## config.mk

```make
export PLATFORM = sky130hd
export DESIGN_NAME = rib_dev_flat
export DESIGN_NICKNAME = d
export VERILOG_FILES = /design/src/include/rib_pkg.sv /design/src/include/rib_if.sv /design/src/rtl/rib_dev.sv /design/src/flat_wrapper.sv
export SDC_FILE = /design/constraint.sdc
export NUM_CORES = 1
export LEC_CHECK = 0
export BUFFER_PORTS_ARGS = -buffer_cell sky130_fd_sc_hd__buf_2
export CAP_MARGIN = 20
export CORE_AREA = 2 2 195 197
export CTS_CLUSTER_SIZE = 12
export DETAILED_ROUTE_END_ITERATION = 8
export DIE_AREA = 0 0 197 199
export PLACE_DENSITY = 0.63
export SYNTH_ARGS = -nofsm -noshare
export SYNTH_HDL_FRONTEND = slang
export SYNTH_SLANG_ARGS = --single-unit
```

## constraint.sdc

```tcl
create_clock -name CLK -period 11 [get_ports CLK]
set_input_delay 1.1 -clock CLK [delete_from_list [all_inputs] [get_ports CLK]]
set_output_delay 1.1 -clock CLK [all_outputs]
set_load 0.01 [all_outputs]
```

## src/include/rib_pkg.sv

```systemverilog
// shared constants and types for the rtd parameter bank link
// assumes a 20 MHz system clock on both ends
`default_nettype none
package rib_pkg;
  localparam int NUM_CH = 4; // input channels
  localparam int NUM_PAR = 8; // parameter bytes
  // byte positions inside the parameter bank
  localparam logic [2:0] IDX_DIAG = 3'h0;
  localparam logic [2:0] IDX_WIRE = 3'h1;
  localparam logic [2:0] IDX_UNIT = 3'h2;
  localparam logic [2:0] IDX_MAINS_REJECT_SELECT = 3'h3;
  localparam logic [2:0] IDX_CH0 = 3'h4;
  // dictionary addressing on the link
  localparam logic [7:0] SUBIDX_FIRST = 8'h01;
  localparam logic [7:0] SUBIDX_LAST = 8'h08;
  localparam logic [15:0] DICT_BASE = 16'h3100;
  localparam logic [15:0] DICT_LAST = 16'h3107;
  // record set numbers
  localparam logic [7:0] REC_GLOBAL = 8'h00;
  localparam logic [7:0] REC_UNIT = 8'h01;
  localparam logic [7:0] REC_CH_FIRST = 8'h80;
  localparam logic [7:0] REC_CH_LAST = 8'h83;
  // reset values
  localparam logic [7:0] DIAG_RST = 8'h00;
  localparam logic [7:0] WIRE_RST = 8'h00;
  localparam logic [7:0] UNIT_RST = 8'h00;
  localparam logic [7:0] MAINS_REJECT_SELECT_RST = 8'h02;
  localparam logic [7:0] FN_RST = 8'h50;
  localparam logic [7:0] FN_OFF = 8'hFF;
  // field encodings and writable masks
  localparam logic [7:0] DIAG_ON = 8'h40;
  localparam logic [7:0] DIAG_OFF = 8'h00;
  localparam logic [7:0] WIRE_MASK = 8'h0F;
  localparam logic [7:0] UNIT_MASK = 8'h03;
  localparam logic [7:0] MAINS_REJECT_SELECT_MASK = 8'h03;
  localparam logic [1:0] UNIT_F = 2'b01;
  localparam logic [1:0] UNIT_K = 2'b10;
  localparam logic [1:0] MAINS_REJECT_SELECT_60 = 2'b01;
  // temperature functions report tenths of a degree celsius
  localparam logic [7:0] FN_TEMP_LO = 8'h50;
  localparam logic [7:0] FN_TEMP_HI = 8'h63;
  localparam int F_OFS = 320; // 32.0 degrees in tenths
  localparam int K_OFS = 2732; // 273.2 kelvin in tenths
  localparam logic [15:0] WIRE_BREAK_WORD = 16'h7FFF;
  // conversion timing
  localparam int CLK_MHZ = 20;
  localparam int CONV_50HZ_US = 84200;
  localparam int CONV_60HZ_US = 70500;
  localparam int CONV_50HZ_CYC = CONV_50HZ_US * CLK_MHZ;
  localparam int CONV_60HZ_CYC = CONV_60HZ_US * CLK_MHZ;
  // coupler register offsets and command fields
  localparam logic [7:0] WB_CTRL = 8'h00;
  localparam logic [7:0] WB_CMD = 8'h04;
  localparam logic [7:0] WB_STAT = 8'h08;
  localparam logic [7:0] WB_IN0 = 8'h10;
  localparam int IN_STEP = 2; // input area step per channel in 16-bit words
  localparam int CMD_BYTE_BIT = 16;
  localparam int CMD_DICT_BIT = 30;
  localparam int CMD_WR_BIT = 31;
  // scan sequencer states, gray along scan, conv, store
  typedef enum logic [1:0] {
    RIB_SCAN = 2'b00,
    RIB_CONV = 2'b01,
    RIB_STORE = 2'b11
  } rib_state_t;
endpackage : rib_pkg
`default_nettype wire

```

## src/include/rib_if.sv

```systemverilog
// link between the coupler and the input module
// assumes both ends share one clock
`timescale 1ns/1ps
`default_nettype none
interface rib_if;
  logic par_req; // parameter access held until ack
  logic par_we; // write when high
  logic [7:0] par_subidx; // dictionary subindex 01h..08h
  logic [7:0] par_wdata; // byte to write
  logic par_ack; // one-cycle answer
  logic [7:0] par_rdata; // byte read back
  logic par_err; // subindex out of range
  logic sys_run; // high in run, low in stop
  logic [3:0][15:0] in_word; // input area words
  logic diag_irq; // diagnostic interrupt level
  modport dev (input par_req, par_we, par_subidx, par_wdata, sys_run,
    output par_ack, par_rdata, par_err, in_word, diag_irq);
  modport coupler (output par_req, par_we, par_subidx, par_wdata, sys_run,
    input par_ack, par_rdata, par_err, in_word, diag_irq);
endinterface : rib_if
`default_nettype wire

```

## src/rtl/rib_dev.sv

```systemverilog
// input module end: parameter bank, channel scan, input words, leds
// assumes a front end on the same clock answering FE_VALUE per channel
// Overview of operation
// - scan active channels; 84.2/70.5 ms each
// - diag byte 00h off, 40h interrupts on
// - wire-break bits 0..3 enable channel detection
// - unit bits: 00 C, 01 F, 10 K
// - suppression 01 60 Hz, 10 50 Hz; 02h
// - per-channel range byte; FFh deactivates channel
// - range defaults 50h, suppression 02h, other bytes 00h
// - two-channel build: channels 2, 3 default FFh
// - global record written only in stop
// - records 00h, 01h, 80h..83h group bytes
// - bytes at 3100h.. or subindex 01h..08h
// - module state, module error, channel error leds
// - one input word per channel, +0..+6
// - partner and unused channels must be off
`timescale 1ns/1ps
`default_nettype none
module rib_dev
  import rib_pkg::*;
#(
  parameter bit TWO_CHANNEL = 1'b0, // two-channel build
  parameter int CONV_50_CYC = CONV_50HZ_CYC, // cycles per 50 Hz conversion
  parameter int CONV_60_CYC = CONV_60HZ_CYC // cycles per 60 Hz conversion
) (
  input wire logic CLK, // system clock
  input wire logic RESETN, // async reset, active low
  rib_if.dev LINK, // coupler link
  output logic [1:0] FE_CHANNEL, // channel under conversion
  output logic [7:0] FE_RANGE, // its range code
  output logic FE_SAMPLE, // result taken this cycle
  input wire logic [15:0] FE_VALUE, // front end result
  input wire logic FE_OPEN, // front end sees open circuit
  output logic MOD_OK_LED, // module state
  output logic MOD_ERR_LED, // module error
  output logic [3:0] CH_ERR_LED // per channel error
);

  // reset value of one bank byte
  function automatic logic [7:0] rst_val(input int i);
    logic [7:0] v;
    v = FN_RST;
    if (i == int'(IDX_DIAG)) v = DIAG_RST;
    if (i == int'(IDX_WIRE)) v = WIRE_RST;
    if (i == int'(IDX_UNIT)) v = UNIT_RST;
    if (i == int'(IDX_MAINS_REJECT_SELECT)) v = MAINS_REJECT_SELECT_RST;
    if (TWO_CHANNEL && i >= int'(IDX_CH0) + 2) v = FN_OFF;
    return v;
  endfunction : rst_val

  // writable bits of one bank byte
  function automatic logic [7:0] wr_mask(input logic [2:0] i);
    logic [7:0] m;
    m = 8'hFF;
    if (i == IDX_WIRE) m = WIRE_MASK;
    if (i == IDX_UNIT) m = UNIT_MASK;
    if (i == IDX_MAINS_REJECT_SELECT) m = MAINS_REJECT_SELECT_MASK;
    return m;
  endfunction : wr_mask

  logic [7:0] bank_reg [NUM_PAR]; // parameter bytes
  logic ack_reg; // link answer
  logic [7:0] rdata_reg; // link read data
  logic err_reg; // link address error
  rib_state_t state_reg; // scan state
  rib_state_t state_next;
  logic [1:0] ch_reg; // current channel
  logic [31:0] timer_reg; // conversion countdown
  logic [3:0][15:0] word_reg; // input words
  logic [3:0] cherr_reg; // channel errors
  logic sample_reg; // front end sample strobe
  logic ok_reg; // module state led
  logic merr_reg; // module error led
  logic irq_reg; // diagnostic interrupt
  logic [7:0] range_reg; // range code shown to the front end

  // named views of the bank
  wire [7:0] diag_irq_enable = bank_reg[IDX_DIAG];
  wire [7:0] open_wire_detect_enable = bank_reg[IDX_WIRE];
  wire [7:0] temperature_unit_select = bank_reg[IDX_UNIT];
  wire [7:0] mains_reject_select = bank_reg[IDX_MAINS_REJECT_SELECT];
  wire [7:0] channel_range_code = bank_reg[IDX_CH0 + 3'(ch_reg)];

  // link decode: subindex 01h..08h maps to bank bytes
  wire link_hit = LINK.par_req && !ack_reg;
  wire sub_ok = LINK.par_subidx >= SUBIDX_FIRST && LINK.par_subidx <= SUBIDX_LAST;
  wire [7:0] sub_ofs = LINK.par_subidx - SUBIDX_FIRST;
  wire [2:0] par_idx = sub_ofs[2:0];
  wire par_wr = link_hit && sub_ok && LINK.par_we;

  // scan decode
  wire ch_active = channel_range_code != FN_OFF;
  wire any_active = bank_reg[4] != FN_OFF || bank_reg[5] != FN_OFF
    || bank_reg[6] != FN_OFF || bank_reg[7] != FN_OFF;
  wire [31:0] conv_load = (mains_reject_select[1:0] == MAINS_REJECT_SELECT_60) ?
    32'(CONV_60_CYC) : 32'(CONV_50_CYC);
  wire conv_end = timer_reg <= 32'h00000001;
  wire is_temp = channel_range_code >= FN_TEMP_LO && channel_range_code <= FN_TEMP_HI;
  wire wire_break = FE_OPEN && open_wire_detect_enable[ch_reg];

  // unit conversion of tenths of celsius
  wire signed [31:0] raw_s = 32'(signed'(FE_VALUE));
  wire signed [31:0] fahr_s = (raw_s * 9) / 5 + F_OFS;
  wire signed [31:0] kelv_s = raw_s + K_OFS;
  wire [1:0] unit_sel = temperature_unit_select[1:0];
  wire [15:0] temp_word = (unit_sel == UNIT_F) ? fahr_s[15:0] :
    (unit_sel == UNIT_K) ? kelv_s[15:0] : FE_VALUE;
  wire [15:0] value_word = wire_break ? WIRE_BREAK_WORD :
    is_temp ? temp_word : FE_VALUE;

  // bank writes from the link, reserved bits dropped
  always_ff @(posedge CLK or negedge RESETN)
  begin
    if (!RESETN)
    begin
      for (int i = 0; i < NUM_PAR; i++)
      begin
        bank_reg[i] <= rst_val(i);
      end
    end
    else if (par_wr)
    begin
      bank_reg[par_idx] <= LINK.par_wdata & wr_mask(par_idx);
    end
  end

  // link answer one cycle after the request is seen
  always_ff @(posedge CLK or negedge RESETN)
  begin
    if (!RESETN)
    begin
      ack_reg <= 1'b0;
      rdata_reg <= 8'h00;
      err_reg <= 1'b0;
    end
    else
    begin
      ack_reg <= link_hit;
      if (link_hit)
      begin
        rdata_reg <= sub_ok ? bank_reg[par_idx] : 8'h00;
        err_reg <= !sub_ok;
      end
    end
  end

  // scan state transitions
  always_comb
  begin
    state_next = state_reg;
    unique case (state_reg)
      RIB_SCAN:
        if (ch_active) state_next = RIB_CONV;
      RIB_CONV:
        if (conv_end) state_next = RIB_STORE;
      RIB_STORE:
        state_next = RIB_SCAN;
      default:
        state_next = RIB_SCAN;
    endcase
  end

  // state, channel pointer and conversion timer
  always_ff @(posedge CLK or negedge RESETN)
  begin
    if (!RESETN)
    begin
      state_reg <= RIB_SCAN;
      ch_reg <= 2'h0;
      timer_reg <= 32'h00000000;
    end
    else
    begin
      state_reg <= state_next;
      if (state_reg == RIB_SCAN && ch_active)
      begin
        timer_reg <= conv_load;
      end
      else if (state_reg == RIB_CONV)
      begin
        timer_reg <= timer_reg - 32'h00000001;
      end
      // channels are converted one after another
      if ((state_reg == RIB_SCAN && !ch_active) || state_reg == RIB_STORE)
      begin
        ch_reg <= ch_reg + 2'h1;
      end
    end
  end

  // input words and channel errors
  always_ff @(posedge CLK or negedge RESETN)
  begin
    if (!RESETN)
    begin
      word_reg <= '0;
      cherr_reg <= 4'h0;
    end
    else if (state_reg == RIB_SCAN && !ch_active)
    begin
      word_reg[ch_reg] <= 16'h0000;
      cherr_reg[ch_reg] <= 1'b0;
    end
    else if (state_reg == RIB_STORE)
    begin
      word_reg[ch_reg] <= value_word;
      cherr_reg[ch_reg] <= wire_break;
    end
  end

  // indicators and diagnostic interrupt
  always_ff @(posedge CLK or negedge RESETN)
  begin
    if (!RESETN)
    begin
      sample_reg <= 1'b0;
      ok_reg <= 1'b0;
      merr_reg <= 1'b0;
      irq_reg <= 1'b0;
      range_reg <= FN_RST;
    end
    else
    begin
      sample_reg <= state_next == RIB_STORE;
      // one cycle behind the pointer, settled before conversion starts
      range_reg <= channel_range_code;
      ok_reg <= any_active;
      merr_reg <= |cherr_reg;
      irq_reg <= diag_irq_enable == DIAG_ON && |cherr_reg;
    end
  end

  // link outputs
  assign LINK.par_ack = ack_reg;
  assign LINK.par_rdata = rdata_reg;
  assign LINK.par_err = err_reg;
  assign LINK.in_word = word_reg;
  assign LINK.diag_irq = irq_reg;

  // user side outputs
  assign FE_CHANNEL = ch_reg;
  assign FE_RANGE = range_reg;
  assign FE_SAMPLE = sample_reg;
  assign MOD_OK_LED = ok_reg;
  assign MOD_ERR_LED = merr_reg;
  assign CH_ERR_LED = cherr_reg;

endmodule : rib_dev
`default_nettype wire

```

## src/flat_wrapper.sv

```systemverilog
// flat-port wrapper written by rule: the top's interface ports become plain ports
module rib_dev_flat import rib_pkg::*;
#(
  parameter bit TWO_CHANNEL = 1'b0,                     
  parameter int CONV_50_CYC = CONV_50HZ_CYC,                               
  parameter int CONV_60_CYC = CONV_60HZ_CYC                               
)
  (CLK, RESETN, FE_CHANNEL, FE_RANGE, FE_SAMPLE, FE_VALUE, FE_OPEN, MOD_OK_LED, MOD_ERR_LED, CH_ERR_LED, LINK_par_req, LINK_par_we, LINK_par_subidx, LINK_par_wdata, LINK_sys_run, LINK_par_ack, LINK_par_rdata, LINK_par_err, LINK_in_word, LINK_diag_irq);
  rib_if LINK_i ();
  input wire logic CLK;
  input wire logic RESETN;
  output logic [1:0] FE_CHANNEL;
  output logic [7:0] FE_RANGE;
  output logic FE_SAMPLE;
  input wire logic [15:0] FE_VALUE;
  input wire logic FE_OPEN;
  output logic MOD_OK_LED;
  output logic MOD_ERR_LED;
  output logic [3:0] CH_ERR_LED;
  input wire logic [$bits(LINK_i.par_req)-1:0] LINK_par_req;
  input wire logic [$bits(LINK_i.par_we)-1:0] LINK_par_we;
  input wire logic [$bits(LINK_i.par_subidx)-1:0] LINK_par_subidx;
  input wire logic [$bits(LINK_i.par_wdata)-1:0] LINK_par_wdata;
  input wire logic [$bits(LINK_i.sys_run)-1:0] LINK_sys_run;
  output wire logic [$bits(LINK_i.par_ack)-1:0] LINK_par_ack;
  output wire logic [$bits(LINK_i.par_rdata)-1:0] LINK_par_rdata;
  output wire logic [$bits(LINK_i.par_err)-1:0] LINK_par_err;
  output wire logic [$bits(LINK_i.in_word)-1:0] LINK_in_word;
  output wire logic [$bits(LINK_i.diag_irq)-1:0] LINK_diag_irq;
  assign LINK_i.par_req = LINK_par_req;
  assign LINK_i.par_we = LINK_par_we;
  assign LINK_i.par_subidx = LINK_par_subidx;
  assign LINK_i.par_wdata = LINK_par_wdata;
  assign LINK_i.sys_run = LINK_sys_run;
  assign LINK_par_ack = LINK_i.par_ack;
  assign LINK_par_rdata = LINK_i.par_rdata;
  assign LINK_par_err = LINK_i.par_err;
  assign LINK_in_word = LINK_i.in_word;
  assign LINK_diag_irq = LINK_i.diag_irq;
  rib_dev #(.TWO_CHANNEL(TWO_CHANNEL), .CONV_50_CYC(CONV_50_CYC), .CONV_60_CYC(CONV_60_CYC)) u_core (.CLK(CLK), .RESETN(RESETN), .LINK(LINK_i), .FE_CHANNEL(FE_CHANNEL), .FE_RANGE(FE_RANGE), .FE_SAMPLE(FE_SAMPLE), .FE_VALUE(FE_VALUE), .FE_OPEN(FE_OPEN), .MOD_OK_LED(MOD_OK_LED), .MOD_ERR_LED(MOD_ERR_LED), .CH_ERR_LED(CH_ERR_LED));
endmodule
```

Yosys cells after proc, flatten, opt, wreduce, memory -nomap -nowiden
Cells that the tools add are included.
Storage, ports and cells
  input bits: 38
  register bits after elaboration: 190
  word-level logic and storage cells: 123
  output and inout port bits: 92
Cells by class
  $mul: 1
  bitwise gates (word level): 7
  equality and inequality tests: 15
  magnitude comparators: 11
  divide/modulo/power cells: 1
  $add $sub $neg: 6
  reduce and logical (&&, ||, !) cells: 22
  multiplexer cells: 36
Operators by type and width (count)
  bitwise mux 64 bit: 2
  2-to-1 mux 64 bit: 2
  2-to-1 mux 16 bit: 5
  2-to-1 mux 8 bit: 10
  AND 64 bit: 1
  2-to-1 mux 32 bit: 2
  NOT 64 bit: 1
  binary-select mux 8 bit (select 3 bit): 2
  inequality test 8 bit (second input constant): 5
  demux 16 bit (select 2 bit): 1
  divider 32 x 4 -> 32 bit (second input constant): 1
  <= comparator 32 x 1 -> 1 bit (second input constant): 1
  subtractor 32 x 1 -> 32 bit (second input constant): 1
  demux 8 bit (select 3 bit): 1
  multiplier 16 x 5 -> 21 bit (second input constant): 1
  2-to-1 mux 20 bit: 1
  adder 16 x 10 -> 16 bit (second input constant): 1
  adder 16 x 13 -> 16 bit (second input constant): 1
  logical AND 1 bit: 11
  AND 8 bit: 1
  equality test 8 x 7 -> 1 bit (second input constant): 1
  greater-or-equal comparator 4 bit (second input constant): 2
  greater-or-equal comparator 8 x 1 -> 1 bit (second input constant): 1
  greater-or-equal comparator 8 x 7 -> 1 bit (second input constant): 1
  28 further kinds: 43

Logic depth before layout (Yosys ltp)
  depth after elaboration: 12
  depth in mapped cells: 53
  mapped depth without buffers: 48

Least setup slack after synthesis
No wires, ideal clock.
  kind: input -> register
  start: in FE_VALUE[1]
  end: reg u_core.word_reg, in the netlist u_core.LINK.in_word[15]
  setup slack: -0.853 ns
  data required time: 10.879 ns
  data arrival time: 11.732 ns
  stages: 48
  setup time: 0.121 ns
  path buffers: 3
  cells stage by stage: ha_1 > ha_1 > inv_1 > fa_1 > nand2b_1 > a2111oi_4 > nor4_1 > nor3_4 > o2111ai_1 > a211oi_2 > mux2i_1 > nand2_1 > o311ai_1 > o32ai_4 > o31a_1 > a211o_1 > buf_6 > a21oi_2 > (+12 left out) > nor3_2 > and3_1 > a21oi_1 > ha_1 > nor3_1 > nor4_1 > o21ai_2 > a221o_1 > o21bai_2 > o21a_1 > ha_1 > and3_1 > a21o_1 > xor2_1 > o2111ai_1 > o311ai_2 > o311ai_2 > a22o_1
Between the ends
  word-level cells in the longest chain between the ends: 9
  elaborated cells between the ends (all ways): 11
  classes of those cells: 2 x add/sub; 1 x mul; 1 x div; 7 x mux
RTL lines
  from (decl): line flat_wrapper.sv:15  | input wire logic [15:0] FE_VALUE;
  multiplier 16 x 5 -> 21 bit: line rib_dev.sv:104  | wire signed [31:0] fahr_s = (raw_s * 9) / 5 + F_OFS;
  divider 32 x 4 -> 32 bit: line rib_dev.sv:104
  adder 16 x 10 -> 16 bit: line rib_dev.sv:104
  2-to-1 mux 16 bit *: line rib_dev.sv:107  | wire [15:0] temp_word = (unit_sel == UNIT_F) ? fahr_s[15:0] :
  2-to-1 mux 16 bit *: line rib_dev.sv:110  | is_temp ? temp_word : FE_VALUE;
  2-to-1 mux 16 bit *: line rib_dev.sv:109  | wire [15:0] value_word = wire_break ? WIRE_BREAK_WORD :
  bitwise mux 64 bit *: line rib_dev.sv:207  | word_reg[ch_reg] <= value_word;
  2-to-1 mux 64 bit *: line rib_dev.sv:205  | else if (state_reg == RIB_STORE)
  2-to-1 mux 64 bit *: line rib_dev.sv:200  | else if (state_reg == RIB_SCAN && !ch_active)
  to (signal, indexed assignment): line rib_dev.sv:207
  to (decl): line rib_dev.sv:70  | logic [3:0][15:0] word_reg;
Every way passes the cells marked *; elsewhere a longest branch is shown, timed or not. The select of a mux whose other input is x is not followed.
A chain may end at the register's enable or synchronous reset.

Worst setup path in the final report
  start: in FE_VALUE[7]
  end: reg u_core.word_reg, in the netlist u_core.LINK.in_word[15]
Same word-level chain as after synthesis.

==> impl_metrics.yaml <==
drt:
  dr.pass1.iters: 5
  wirelength_um: 49900
  drtIter0Drc: 1119
  met3RoutedLength_um: 2370
  post-route-drc-count: 0
  m1WireLength_um: 21800
  viasPerCell: 6.07
  routed.top_layer: "met4"
  wl_per_cell_um: 19.5
  wl_met2_um: 24400
  vias: 15600
  postRouteAntennaNets: 0
layout:
  finalNetCount: 2165
  layout-drive-gt1-share: 0.429
  utilization: 0.562
  largest_register_ffs: 64
  stdcell_area_um2: 20900
  stdcell_count: 2566
  syn_to_final_growth_pct: 42.7
  num-fill-cells: 3181
  ff_latch_area_um2: 4770
  final_cell_mix: "buf_4 (371), dfrtp_1 (179), buf_2 (124), nor2_1 (118), nand2_1 (118)"
  final_common_cell: "buf_4"
  multi_input_area_um2: 11000
die:
  core_area_um2: 37100
  boundaryPins: 130
  die_h_um: 199
  num_rows: 71
  die_x_um: 197
  initial_utilization: 0.394
  dieArea_um2: 39200
run_status:
  failed_checks: "negative setup slack"
  status: "finished, violations left"
setup_path:
  cp_common_cell: "buf_4"
  crit_arrival_ps: 11990
  critical_path.max_fanout: 6
  cp-end-kind: "flip-flop"
  r2r_slack_ps: 7060
  setup.worst_path.start_class: "primary input"
  cpPeakStageDelay_ps: 420
  cp.required_ps: 11330
  r2r-start: "u_core.timer_reg[2]"
  cpMaxStageDelayCell: "o32a_4"
  worst-r2r-cell-count: 10
  r2r_end: "u_core.timer_reg[27]"
  crit_type: "primary input to flip-flop"
clock_tree:
  htree_levels: 4
  cts.hold.buffers_added: 0
  cts_sinks: 190
  clk_latency_ps: 440
  cts_tree: "built"
  cts_root_buf: "clkbuf_16"
  clkTransAtPathRegs_ps: 70
  clk_path_buf_depth: 2
  cts_made_buffers: 17
logic_synthesis:
  synth.avg_cell_area_um2: 9.05
  ys_seq_area_frac: 0.326
  ys_async_sr_fraction: 1.00
  synth_edf_count: 0
  syn_nets: 1704
  ys_top_cells_by_area: "dfrtp_1 (31%), mux2_2 (5.3%), ha_1 (4.1%), nor2_1 (3.4%), nand2_1 (3.3%)"
  syn-cell-area_um2: 14600
  yosysTopAreaCellShare: 0.306
  synth_cells: 1617
  synth_ff_type: "dfrtp_1"
  synth_top_area_cell: "dfrtp_1"
  yosysUniqueCellTypes: 118
  ys_warn_count: 0
  ys_seq_elements: 190
global_route:
  gr-total-overflow: 0
  grt_pass1_wl_um: 77100
  grt_pass1_vias: 14800
  antenna_found_initial: 1
  grt_max_degree: 129
  grt_usage: 0.242
sta:
  slew_headroom: 0.242
  rsz0062_at_grt: "true"
  hold_viol: 0
  whs_ps: 488
  fmax_ghz: 0.0858
  setup_viol: 44
  min_period_ps: 11660
  tightest_slew_ps: 1130
  worst_slack_ps: -657
  drv_slew: 0
  clock_skew_ps: 14.8
  fin_crit_sh: 1.06
hold_path:
  hold_path_end: "u_core.timer_reg[31]"
  min_path_type: "flip-flop to flip-flop"
  holdPathStages: 1
  worstHoldStart: "u_core.timer_reg[31]"
placed_design:
  finalWeightedCongestion: 0.914
  placed_cells: 2450
  hpwl_um: 35100
  io_buffers: 128
  place_area_um2: 18300
flow_run:
  max_cap_violations: 0
[worst max-delay path: cells and delay by family]
family          cells  cell delay, ps
buf+inv            15            2390
fa+ha+maj           4            1000
compound gates     29            6070
simple gates        9            1360
[kinds of logic after synthesis]
group                    after synthesis  share of synthesized area
AO/OA/AOI/OAI                        549                      0.282
AND/OR/NAND/NOR                      538                      0.186
flip-flops                           190                      0.326
buffers and inverters                119                     0.0351
multiplexers                          99                     0.0846
XOR/XNOR                              71                     0.0425
adder cells (fa/ha/maj)               51                     0.0438
[layer usage]
metal | global-route usage | vias to the layer above
met5 | 0 | -
met4 | 0.0682 | 0
met3 | 0.0270 | 128
met2 | 0.416 | 571
met1 | 0.322 | 7667
li1 | - | 7205
[per-stage QoR]
| stage | setup TNS, ps | setup slack [ps] |
|---|---|---|
| floorplan | -6690 | -302 |
| global placement | -44640 | -1070 |
| detailed placement | -56490 | -1300 |
| CTS | -9260 | -367 |
| global route | -43650 | -1060 |
| finish | -22380 | -657 |
[worst max-delay path by stage]
stage	from	to	slack, ps	cells after the start
after floorplan	FE_VALUE[4]	u_core.LINK.in_word[15]	-300	49
after global placement	FE_VALUE[1]	u_core.LINK.in_word[30]	-1070	52
after detailed placement	FE_VALUE[1]	u_core.LINK.in_word[15]	-1300	48
after CTS	FE_VALUE[1]	u_core.LINK.in_word[15]	-370	52
after global routing	FE_VALUE[7]	u_core.LINK.in_word[15]	-1060	56
final	FE_VALUE[7]	u_core.LINK.in_word[15]	-660	57
[synth_stat cells, drive strengths merged (28+ instances only)]
library cell,count
xnor2,47
nand2,128
inv,34
mux2,71
o21ai,105
a22o,46
a21oi,96
clkbuf,55
dfrtp,179
nor2,134
ha,48
nand3,56
buf,29
nor3,50
nand4,28
[final cells by class]
class | count | share of cell area
Multi-Input combinational cell | 1310 | 0.525
Sequential cell | 190 | 0.228
Timing Repair Buffer | 524 | 0.180
Tap cell | 474 | 0.0284
Clock buffer | 17 | 0.0204
Clock inverter | 15 | 0.0108
Inverter | 35 | 0.00629
Antenna cell | 1 | 0.000120
[timing repair]
action                                  in CTS  in global routing
gates resized for setup                    140                102
endpoints found under the setup margin      48                 64
endpoints found under the hold margin        0                  0
pin swaps                                  102                 69
cloned                                       1                  1
setup buffers                               47                 36
Power is left out: the tool's default activity adds up to more than one toggle a clock period on the data nets, which glitch-free logic cannot reach.
